<file path="src/core/window_geometry_pkg.sv">
// constants for the window geometry register bank: offsets, fields, resets
// assumes a 32-bit AXI4-Lite register bus and a 100 MHz ref_clk
`default_nettype none
package window_geometry_pkg;
    // register byte offsets, one aligned word each
    localparam logic [7:0] bitmap_win1_line_offset_addr = 8'h00;
    localparam logic [7:0] video_win0_source_address_addr = 8'h04;
    localparam logic [7:0] video_win1_source_address_addr = 8'h08;
    localparam logic [7:0] bitmap_win0_source_address_addr = 8'h0C;
    localparam logic [7:0] bitmap_win1_source_address_addr = 8'h10;
    localparam logic [7:0] horizontal_base_reference_addr = 8'h14;
    localparam logic [7:0] vertical_base_reference_addr = 8'h18;
    localparam logic [7:0] video_win0_x_start_addr = 8'h1C;
    localparam logic [7:0] video_win0_y_start_addr = 8'h20;
    localparam logic [7:0] video_win0_width_addr = 8'h24;
    localparam logic [7:0] video_win0_height_addr = 8'h28;
    localparam logic [7:0] video_win1_x_start_addr = 8'h2C;
    localparam logic [7:0] display_mode_control_addr = 8'h30;
    localparam logic [7:0] display_position_status_addr = 8'h34;

    // field widths
    localparam int line_burst_width = 9;
    localparam int address_drop_bits = 5;
    localparam int address_keep_width = 32 - address_drop_bits;
    localparam int horiz_pos_width = 10;
    localparam int vert_pos_width = 9;
    localparam int width_field_width = 12;
    localparam int height_field_width = 11;
    localparam int pixel_count_width = 13;
    localparam int line_count_width = 12;

    // control and status field positions
    localparam int frame_mode_bit = 0;
    localparam int interlaced_bit = 1;
    localparam int status_field_bit = 16;

    // reset values
    localparam logic [31:0] geometry_reset_value = 32'h0000_0000;
    localparam logic [vert_pos_width-1:0] vert_base_floor = 9'h001;

    // AXI response codes
    localparam logic [1:0] resp_okay = 2'b00;
    localparam logic [1:0] resp_slverr = 2'b10;

    // programmed and working copies share one layout
    typedef struct packed {
        logic [line_burst_width-1:0] bitmap1_line_burst_count;
        logic [3:0][address_keep_width-1:0] source_address;
        logic [horiz_pos_width-1:0] horiz_base_pixels;
        logic [vert_pos_width-1:0] vert_base_lines;
        logic [horiz_pos_width-1:0] video0_x_start_field;
        logic [vert_pos_width-1:0] video0_y_start_field;
        logic [width_field_width-1:0] video0_width_field;
        logic [height_field_width-1:0] video0_height_field;
        logic [horiz_pos_width-1:0] video1_x_start_field;
        logic frame_mode;
        logic interlaced;
    } geometry_type;
endpackage
`default_nettype wire

</file>
<file path="src/core/display_window_geometry_regs.sv">
// window geometry register bank with vertical-sync latching and region tracking
// assumes sync pulses and field flag arrive from outside the ref_clk domain
`default_nettype none

// Behaviour
// - line offset is a 9-bit burst count; fetch address steps that many bursts per line
// - one burst is 256 bits, so the count is width times depth over 256
// - four 32-bit source address registers hold absolute byte addresses of windows
// - five low address bits are ignored and always read back as zero
// - 10-bit horizontal base sets reference pixel counted from horizontal sync
// - 9-bit vertical base sets reference line counted from vertical sync
// - vertical base used is the larger of programmed value and one
// - video window 10-bit x start counts pixels from horizontal base
// - video window 0 9-bit y start counts lines from vertical base
// - video window 0 12-bit width gives displayed pixels
// - video window 0 11-bit height counts lines per field in frame mode
// - all geometry settings reach the working copy only at vertical sync
// - frame mode on interlaced output fetches alternate lines in each field
module display_window_geometry_regs
    import window_geometry_pkg::*;
#(
    parameter int ADDR_WIDTH = 8
) (
    input wire logic ref_clk,
    input wire logic rst_n,
    input wire logic [ADDR_WIDTH-1:0] s_axi_awaddr,
    input wire logic s_axi_awvalid,
    output logic s_axi_awready,
    input wire logic [31:0] s_axi_wdata,
    input wire logic [3:0] s_axi_wstrb,
    input wire logic s_axi_wvalid,
    output logic s_axi_wready,
    output logic [1:0] s_axi_bresp,
    output logic s_axi_bvalid,
    input wire logic s_axi_bready,
    input wire logic [ADDR_WIDTH-1:0] s_axi_araddr,
    input wire logic s_axi_arvalid,
    output logic s_axi_arready,
    output logic [31:0] s_axi_rdata,
    output logic [1:0] s_axi_rresp,
    output logic s_axi_rvalid,
    input wire logic s_axi_rready,
    input wire logic vertical_sync_pulse,
    input wire logic horizontal_sync_pulse,
    input wire logic odd_field,
    output logic [31:0] working_video0_source_address,
    output logic [31:0] working_video1_source_address,
    output logic [31:0] working_bitmap0_source_address,
    output logic [31:0] bitmap1_fetch_address,
    output logic video0_window_active,
    output logic video1_x_started
);

    // elaboration check: the map needs at least 6 address bits
    if (ADDR_WIDTH < 6 || ADDR_WIDTH > 32) begin : bad_addr_width
        $error("ADDR_WIDTH must lie between 6 and 32");
    end

    typedef struct packed {
        logic aw_taken;
        logic [7:0] aw_addr;
        logic w_taken;
        logic [31:0] w_data;
        logic [3:0] w_strb;
        logic bvalid;
        logic [1:0] bresp;
        logic rvalid;
        logic [31:0] rdata;
        logic [1:0] rresp;
        geometry_type programmed;
        geometry_type working;
        logic [2:0] vsync_pipe;
        logic [2:0] hsync_pipe;
        logic [2:0] field_pipe;
        logic vsync_level;
        logic hsync_level;
        logic field_level;
        logic field_is_odd;
        logic [pixel_count_width-1:0] pixel_count;
        logic [line_count_width-1:0] line_count;
        logic [address_keep_width-1:0] fetch_burst;
        logic video0_active;
        logic video1_started;
    } state_type;

    state_type state;
    state_type next_state;

    // merge write data into an old word under the byte strobes
    function automatic logic [31:0] merge_bytes(input logic [31:0] old_word,
                                                input logic [31:0] new_word,
                                                input logic [3:0] strobe);
        logic [31:0] merged;
        merged = old_word;
        for (int i = 0; i < 4; i++) begin
            if (strobe[i]) begin
                merged[8*i +: 8] = new_word[8*i +: 8];
            end
        end
        return merged;
    endfunction

    // word index of a byte address, used by the write decode of the source address registers
    function automatic logic [3:0] reg_index(input logic [7:0] byte_addr);
        return byte_addr[5:2];
    endfunction

    // true when a byte address lands on a mapped register
    function automatic logic is_mapped(input logic [7:0] byte_addr);
        return (byte_addr[1:0] == 2'b00) && (byte_addr <= display_position_status_addr);
    endfunction

    // register read view; reserved bits come back zero
    function automatic logic [31:0] read_word(input state_type s, input logic [7:0] byte_addr);
        logic [31:0] word;
        word = 32'h0000_0000;
        unique case (byte_addr)
            bitmap_win1_line_offset_addr: word = 32'(s.programmed.bitmap1_line_burst_count);
            video_win0_source_address_addr:
                word = {s.programmed.source_address[0], address_drop_bits'(0)};
            video_win1_source_address_addr:
                word = {s.programmed.source_address[1], address_drop_bits'(0)};
            bitmap_win0_source_address_addr:
                word = {s.programmed.source_address[2], address_drop_bits'(0)};
            bitmap_win1_source_address_addr:
                word = {s.programmed.source_address[3], address_drop_bits'(0)};
            horizontal_base_reference_addr: word = 32'(s.programmed.horiz_base_pixels);
            vertical_base_reference_addr: word = 32'(s.programmed.vert_base_lines);
            video_win0_x_start_addr: word = 32'(s.programmed.video0_x_start_field);
            video_win0_y_start_addr: word = 32'(s.programmed.video0_y_start_field);
            video_win0_width_addr: word = 32'(s.programmed.video0_width_field);
            video_win0_height_addr: word = 32'(s.programmed.video0_height_field);
            video_win1_x_start_addr: word = 32'(s.programmed.video1_x_start_field);
            display_mode_control_addr: begin
                word[frame_mode_bit] = s.programmed.frame_mode;
                word[interlaced_bit] = s.programmed.interlaced;
            end
            display_position_status_addr: begin
                word[line_count_width-1:0] = s.line_count;
                word[status_field_bit] = s.field_is_odd;
            end
            default: word = 32'h0000_0000;
        endcase
        return word;
    endfunction

    // stored geometry updated by one bus write; fields keep their own widths
    function automatic geometry_type write_geometry(input geometry_type g,
                                                    input logic [7:0] byte_addr,
                                                    input logic [31:0] data,
                                                    input logic [3:0] strobe);
        geometry_type updated;
        logic [31:0] merged;
        logic [31:0] old_word;
        updated = g;
        old_word = 32'h0000_0000;
        merged = 32'h0000_0000;
        unique case (byte_addr)
            bitmap_win1_line_offset_addr: begin
                old_word = 32'(g.bitmap1_line_burst_count);
                merged = merge_bytes(old_word, data, strobe);
                updated.bitmap1_line_burst_count = merged[line_burst_width-1:0];
            end
            video_win0_source_address_addr, video_win1_source_address_addr,
            bitmap_win0_source_address_addr, bitmap_win1_source_address_addr: begin
                old_word = {g.source_address[2'(reg_index(byte_addr) - 4'd1)],
                            address_drop_bits'(0)};
                merged = merge_bytes(old_word, data, strobe);
                // low five bits never stored
                updated.source_address[2'(reg_index(byte_addr) - 4'd1)] =
                    merged[31:address_drop_bits];
            end
            horizontal_base_reference_addr: begin
                merged = merge_bytes(32'(g.horiz_base_pixels), data, strobe);
                updated.horiz_base_pixels = merged[horiz_pos_width-1:0];
            end
            vertical_base_reference_addr: begin
                merged = merge_bytes(32'(g.vert_base_lines), data, strobe);
                updated.vert_base_lines = merged[vert_pos_width-1:0];
            end
            video_win0_x_start_addr: begin
                merged = merge_bytes(32'(g.video0_x_start_field), data, strobe);
                updated.video0_x_start_field = merged[horiz_pos_width-1:0];
            end
            video_win0_y_start_addr: begin
                merged = merge_bytes(32'(g.video0_y_start_field), data, strobe);
                updated.video0_y_start_field = merged[vert_pos_width-1:0];
            end
            video_win0_width_addr: begin
                merged = merge_bytes(32'(g.video0_width_field), data, strobe);
                updated.video0_width_field = merged[width_field_width-1:0];
            end
            video_win0_height_addr: begin
                merged = merge_bytes(32'(g.video0_height_field), data, strobe);
                updated.video0_height_field = merged[height_field_width-1:0];
            end
            video_win1_x_start_addr: begin
                merged = merge_bytes(32'(g.video1_x_start_field), data, strobe);
                updated.video1_x_start_field = merged[horiz_pos_width-1:0];
            end
            display_mode_control_addr: begin
                old_word = 32'h0000_0000;
                old_word[frame_mode_bit] = g.frame_mode;
                old_word[interlaced_bit] = g.interlaced;
                merged = merge_bytes(old_word, data, strobe);
                updated.frame_mode = merged[frame_mode_bit];
                updated.interlaced = merged[interlaced_bit];
            end
            default: updated = g;
        endcase
        return updated;
    endfunction

    // intermediate terms of the next-state logic
    logic vsync_edge;
    logic hsync_edge;
    logic [vert_pos_width-1:0] vert_base_used;
    logic [pixel_count_width-1:0] h_open;
    logic [pixel_count_width-1:0] h_close;
    logic [pixel_count_width-1:0] h1_open;
    logic [line_count_width-1:0] v_open;
    logic [line_count_width-1:0] v_close;
    logic alternate_lines;
    logic [address_keep_width-1:0] line_step;

    // whole next state in one process
    always_comb begin
        next_state = state;

        // sync inputs: three flops, a change counts when stages two and three agree
        next_state.vsync_pipe = {state.vsync_pipe[1:0], vertical_sync_pulse};
        next_state.hsync_pipe = {state.hsync_pipe[1:0], horizontal_sync_pulse};
        next_state.field_pipe = {state.field_pipe[1:0], odd_field};
        if (state.vsync_pipe[1] == state.vsync_pipe[2]) begin
            next_state.vsync_level = state.vsync_pipe[2];
        end
        if (state.hsync_pipe[1] == state.hsync_pipe[2]) begin
            next_state.hsync_level = state.hsync_pipe[2];
        end
        if (state.field_pipe[1] == state.field_pipe[2]) begin
            next_state.field_level = state.field_pipe[2];
        end
        vsync_edge = (state.vsync_pipe[1] == state.vsync_pipe[2]) && state.vsync_pipe[2]
                     && !state.vsync_level;
        hsync_edge = (state.hsync_pipe[1] == state.hsync_pipe[2]) && state.hsync_pipe[2]
                     && !state.hsync_level;

        // region bounds from the working copy; zero base treated as one
        vert_base_used = (state.working.vert_base_lines == '0) ? vert_base_floor
                         : state.working.vert_base_lines;
        h_open = pixel_count_width'(state.working.horiz_base_pixels)
                 + pixel_count_width'(state.working.video0_x_start_field);
        h_close = h_open + pixel_count_width'(state.working.video0_width_field);
        h1_open = pixel_count_width'(state.working.horiz_base_pixels)
                  + pixel_count_width'(state.working.video1_x_start_field);
        v_open = line_count_width'(vert_base_used)
                 + line_count_width'(state.working.video0_y_start_field);
        // height counts lines per field, matching the per-field line counter
        v_close = v_open + line_count_width'(state.working.video0_height_field);

        // running counters; saturate rather than wrap on a missing sync
        if (hsync_edge) begin
            next_state.pixel_count = '0;
        end else if (state.pixel_count != '1) begin
            next_state.pixel_count = state.pixel_count + pixel_count_width'(1);
        end
        if (vsync_edge) begin
            next_state.line_count = '0;
        end else if (hsync_edge && state.line_count != '1) begin
            next_state.line_count = state.line_count + line_count_width'(1);
        end

        // region flags, one cycle behind the counters
        next_state.video0_active = (state.pixel_count >= h_open) && (state.pixel_count < h_close)
                                   && (state.line_count >= v_open)
                                   && (state.line_count < v_close);
        next_state.video1_started = state.pixel_count >= h1_open;

        // bitmap 1 fetch: one burst is 256 bits, so bursts step the address in 32-byte units
        alternate_lines = state.working.frame_mode && state.working.interlaced;
        line_step = alternate_lines
                    ? address_keep_width'({state.working.bitmap1_line_burst_count, 1'b0})
                    : address_keep_width'(state.working.bitmap1_line_burst_count);
        if (vsync_edge) begin
            // field flag and mode as they stand at this edge, not one cycle stale
            next_state.field_is_odd = next_state.field_level;
            // odd field of a stored frame starts one line in
            next_state.fetch_burst = state.programmed.source_address[3]
                + ((state.programmed.frame_mode && state.programmed.interlaced
                    && next_state.field_level)
                   ? address_keep_width'(state.programmed.bitmap1_line_burst_count)
                   : address_keep_width'(0));
        end else if (hsync_edge && state.line_count >= line_count_width'(vert_base_used)) begin
            next_state.fetch_burst = state.fetch_burst + line_step;
        end

        // settings reach the display side only on the vertical sync edge
        if (vsync_edge) begin
            next_state.working = state.programmed;
        end

        // write channel: address and data taken in either order
        if (s_axi_awvalid && s_axi_awready) begin
            next_state.aw_taken = 1'b1;
            next_state.aw_addr = 8'(s_axi_awaddr);
        end
        if (s_axi_wvalid && s_axi_wready) begin
            next_state.w_taken = 1'b1;
            next_state.w_data = s_axi_wdata;
            next_state.w_strb = s_axi_wstrb;
        end
        if (state.bvalid && s_axi_bready) begin
            next_state.bvalid = 1'b0;
        end
        if (state.aw_taken && state.w_taken) begin
            next_state.aw_taken = 1'b0;
            next_state.w_taken = 1'b0;
            next_state.bvalid = 1'b1;
            next_state.bresp = is_mapped(state.aw_addr) ? resp_okay : resp_slverr;
            // writes to the status word are ignored
            if (is_mapped(state.aw_addr)) begin
                next_state.programmed = write_geometry(state.programmed, state.aw_addr,
                                                       state.w_data, state.w_strb);
            end
        end

        // read channel: one cycle from acceptance to data
        if (state.rvalid && s_axi_rready) begin
            next_state.rvalid = 1'b0;
        end
        if (s_axi_arvalid && s_axi_arready) begin
            next_state.rvalid = 1'b1;
            next_state.rdata = is_mapped(8'(s_axi_araddr))
                               ? read_word(state, 8'(s_axi_araddr)) : 32'h0000_0000;
            next_state.rresp = is_mapped(8'(s_axi_araddr)) ? resp_okay : resp_slverr;
        end
    end

    // single state register; reset clears everything to zero
    always_ff @(posedge ref_clk or negedge rst_n) begin
        if (!rst_n) begin
            state <= '0;
        end else begin
            state <= next_state;
        end
    end

    // handshake outputs; a new request waits until the previous answer drains
    assign s_axi_awready = !state.aw_taken && !state.bvalid;
    assign s_axi_wready = !state.w_taken && !state.bvalid;
    assign s_axi_arready = !state.rvalid;
    assign s_axi_bvalid = state.bvalid;
    assign s_axi_bresp = state.bresp;
    assign s_axi_rvalid = state.rvalid;
    assign s_axi_rdata = state.rdata;
    assign s_axi_rresp = state.rresp;

    // working copies seen by the fetch and mixer side
    assign working_video0_source_address = {state.working.source_address[0],
                                            address_drop_bits'(0)};
    assign working_video1_source_address = {state.working.source_address[1],
                                            address_drop_bits'(0)};
    assign working_bitmap0_source_address = {state.working.source_address[2],
                                             address_drop_bits'(0)};
    assign bitmap1_fetch_address = {state.fetch_burst, address_drop_bits'(0)};
    assign video0_window_active = state.video0_active;
    assign video1_x_started = state.video1_started;

endmodule
`default_nettype wire

</file>
<file path="config.mk">
export PLATFORM = sky130hd
export DESIGN_NAME = display_window_geometry_regs
export DESIGN_NICKNAME = d
export VERILOG_FILES = /design/src/core/window_geometry_pkg.sv /design/src/core/display_window_geometry_regs.sv
export SDC_FILE = /design/constraint.sdc
export NUM_CORES = 1
export LEC_CHECK = 0
export ABC_CLOCK_PERIOD_IN_PS = 8050
export BUFFER_PORTS_ARGS = -buffer_cell sky130_fd_sc_hd__buf_2
export CAP_MARGIN = 40
export CORE_MARGIN = 2
export CORE_UTILIZATION = 27
export CTS_BUF_LIST = sky130_fd_sc_hd__clkbuf_8 sky130_fd_sc_hd__clkbuf_16
export DETAILED_ROUTE_END_ITERATION = 6
export PLACE_DENSITY = 0.52
export SYNTH_ARGS = -nofsm -noshare
export SYNTH_HDL_FRONTEND = slang
export SYNTH_SLANG_ARGS = --single-unit
export TNS_END_PERCENT = 100
</file>
<file path="constraint.sdc">
create_clock -name ref_clk -period 8.05 [get_ports ref_clk]
set_input_delay 0.805 -clock ref_clk [delete_from_list [all_inputs] [get_ports ref_clk]]
set_output_delay 0.805 -clock ref_clk [all_outputs]
set_load 0.005 [all_outputs]
</file>
==> flow_metrics.env <==
export IMPL_nFillCells=10500
export IMPL_setup_tns_ns=0
export IMPL_cap_viol_max_count=0
export IMPL_fp_dieW_um=323
export IMPL_root_buffer="clkbuf_16"
export IMPL_final_cells=4219
export IMPL_path_clk_slew_ns=0.06
export IMPL_skew_ns=0.0572
export IMPL_grt_max_degree=159
export IMPL_finalHoldViolCount=0
export IMPL_grt_first_pass_wirelength_um=128000
export IMPL_drive_gt1_share_pct=19.6
export IMPL_slowest_stage="dfrtp_1"
export IMPL_finalPower_mw=7.62
export IMPL_syn_avg_cell_area_um2=9.97
export IMPL_drt_iter0_drc=1448
export IMPL_yosys_warnings=0
export IMPL_multi_input_area_mm2=0.0131
export IMPL_avgViaCountPerCell=4.73
export IMPL_yosysSeqAreaShare_pct=45.6
export IMPL_ir_worst_vdd_mv=0.163
export IMPL_synthArstFlopShare_pct=100
export IMPL_setup_worst_path_start_class="register"
export IMPL_post_route_util_pct=30.7
export IMPL_cts_tree="yes"
export IMPL_core_area_mm2=0.101
export IMPL_min_period_ns=5.07
export IMPL_clkLatencyLatePin_ns=0.66
export IMPL_path_delay_family="compound AO/OA/AOI/OAI gates"
export IMPL_vias=19900
export IMPL_cp_cell_sequence="nor4_1 > a41o_1 > ha_1 > inv_1 > fa_1 > inv_1 > a21oi_1 > o21bai_1 > a21o_1 > a21o_1 > xor2_1 > ha_1 > or3_1 > o21ai_0 > a21oi_1 > a311oi_1 > ha_1 > and4_1 > a211oi_1 > nand3_1 > a211oi_1 > o21ai_0 > a311oi_1"
export IMPL_slowest_delay_ns=0.40
export IMPL_place_ws_ns=2.96
export IMPL_synth_area_leader_cell="dfrtp_1"
export IMPL_numClockSinks=502
export IMPL_syn_area_mm2=0.0275
export IMPL_crit_required_ns=8.57
export IMPL_setup_worst_path_class="register to register"
export IMPL_worstMarginPinSlew_ns=1.03
export IMPL_start_util_pct=27.1
export IMPL_synth_edf_count=0
export IMPL_crit_top_cell="ha_1"
export IMPL_drt_first_pass_iters=7
export IMPL_holdWs_ns=0.164
export IMPL_synthDominantCellAreaShare_pct=45.6
export IMPL_yosysUniqueCellTypes=84
export IMPL_cp_max_fo=3
export IMPL_relSlewSlack_pct=31.6
export IMPL_place_congestion=0.894
export IMPL_synthFlopType="dfrtp_1"
export IMPL_synth_area_top_cells="dfrtp_1 (46%), nand2_1 (9.0%), ha_1 (6.7%), mux2_2 (5.8%), buf_4 (4.5%)"
export IMPL_dp_cells=4103
export IMPL_rows=117
export IMPL_outcome="finished clean"
export IMPL_finalSetupViolations=0
export IMPL_nets=3011
export IMPL_cts_hold_buf=0
export IMPL_leakage_nw=15.3
export IMPL_seq_area_mm2=0.0126
export IMPL_wirelength_um=85200
export IMPL_postSynthCellCount=2762
export IMPL_grt_pass1_vias=19900
export IMPL_port_buffer_count=210
export IMPL_antenna_found_initial=8
export IMPL_groute_usage_overall_pct=16.2
export IMPL_fin_area_mm2=0.0312
export IMPL_worstSetupEndpointType="register"
export IMPL_syn_to_final_growth_pct=13.3
export IMPL_rsz0062_at_grt="false"
export IMPL_place_area_mm2=0.0290
export IMPL_cts_setup_buffers=0
export IMPL_min_period_over_period_pct=63.0
export IMPL_slew_violations=0
export IMPL_setup_ws_ns=2.98
export IMPL_ioPinCount=233
export IMPL_wl_per_cell_um=20.2
export IMPL_numCtsBuffers=58
export IMPL_crit_buf_inv=2
export IMPL_hold_class="primary input to asynchronous set/reset pin"
export IMPL_cts_max_path_buffers=3
export IMPL_grt_ovfl_total=0
export IMPL_htreeDepth=2
export IMPL_drc=0
export IMPL_max_freq_ghz=0.197
export IMPL_rrSetupSlack_ns=2.98
export IMPL_cts_resized=0
export IMPL_arrival_ns=5.59
export IMPL_ant_nets=0
export IMPL_die_area_mm2=0.105
export IMPL_p_per_area_mw_per_mm2=244
export IMPL_ys_seq_elements=502
export IMPL_fp_dieH_um=323
export IMPL_dp_hpwl_um=61700
[routing by layer]
layer,track usage [%],part of all wire (%)
met1,23.0,47
met3,3.42,6.7
met2,24.3,43
met5,0,0.032
met4,5.53,3.2
[cells in the mapped netlist, types with 13 or more instances]
library cell and count:
buf_1 14, nor2b_1 18, inv_1 63, nand4_1 23
nand3_1 38, mux2i_1 56, clkbuf_1 81, o21ai_0 177
and2_1 16, a31oi_1 15, ha_1 147, mux4_2 29
dfrtp_1 502, buf_2 32, a21o_1 29, xor2_1 68
a22oi_1 16, a22o_1 43, nand2_1 663, xnor2_1 40
buf_4 166, o21a_1 13, nor3_1 21, nor2_1 72
a21oi_1 71, nand2b_1 13, a221o_1 19, and3_1 20
mux2_2 141
[cells in the final DEF, fill, tap and decap left out, types with 19 or more instances in the layout]
master and instances:
buf_4 28, clkbuf_8 20, ha_1 147, and3_1 20, dfrtp_1 501, mux4_2 29, conb_1 22, a22o_1 43
mux2i_1 56, a21oi_1 71, nand2_1 662, buf_2 209, clkbuf_16 58, xor2_1 68, a221o_1 19, o21ai_0 177
inv_1 71, mux2_2 141, nor2_1 71, nand4_1 23, xnor2_1 40, a21o_1 29, nor3_1 21, nand3_1 38
[power by group]
group          internal [mW]  leakage (nW)  switching, mW
sequential              2.79          6.84          0.436
combinational          0.642          7.37          0.838
clock                   1.77          1.09           1.15
[path summary, 6_finish.rpt]
check                      cells past startpoint                   endpoint           startpoint
setup / recovery                              23       video0_window_active           state[122]
hold / removal                                 1  bitmap1_fetch_address[26]                rst_n
setup reg to reg                              23       video0_window_active           state[122]
hold reg to reg                                0             next_state[66]       next_state[65]
max in group asynchronous                      2                  state[63]                rst_n
min in group ref_clk                           1             next_state[65]  vertical_sync_pulse
[sequential cells by signal, summed over array words and instances, names as in the netlist]
register	cells
bitmap1_fetch_address	27
next_state	6
s_axi_bresp	1
s_axi_bvalid	1
s_axi_rdata	32
s_axi_rresp	1
s_axi_rvalid	1
state	350
video0_window_active	1
video1_x_started	1
working_bitmap0_source_address	27
working_video0_source_address	27
working_video1_source_address	27
[cells by family (layout without fill, tap and decap cells)]
| group | count (synthesis) | count (layout) | synth area share, % |
|---|---|---|---|
| simple gates | 940 | 940 | 15.0 |
| flops | 502 | 502 | 45.6 |
| compound gates | 472 | 472 | 11.2 |
| buf+inv | 357 | 419 | 7.30 |
| mux | 227 | 227 | 10.2 |
| fa+ha+maj | 155 | 155 | 7.22 |
| xor+xnor | 108 | 108 | 3.44 |
| other cells | 1 | 28 | 0.0136 |
[layout make-up]
class / instances / share of cell area [%]
Antenna cell: 6 / 0.0481
Clock buffer: 78 / 5.54
Clock inverter: 32 / 1.36
Inverter: 63 / 0.758
Multi-Input combinational cell: 1924 / 41.9
Sequential cell: 502 / 40.3
Tap cell: 1368 / 5.49
Timing Repair Buffer: 246 / 4.59
No activity file was read; power rests on OpenSTA's default activity.
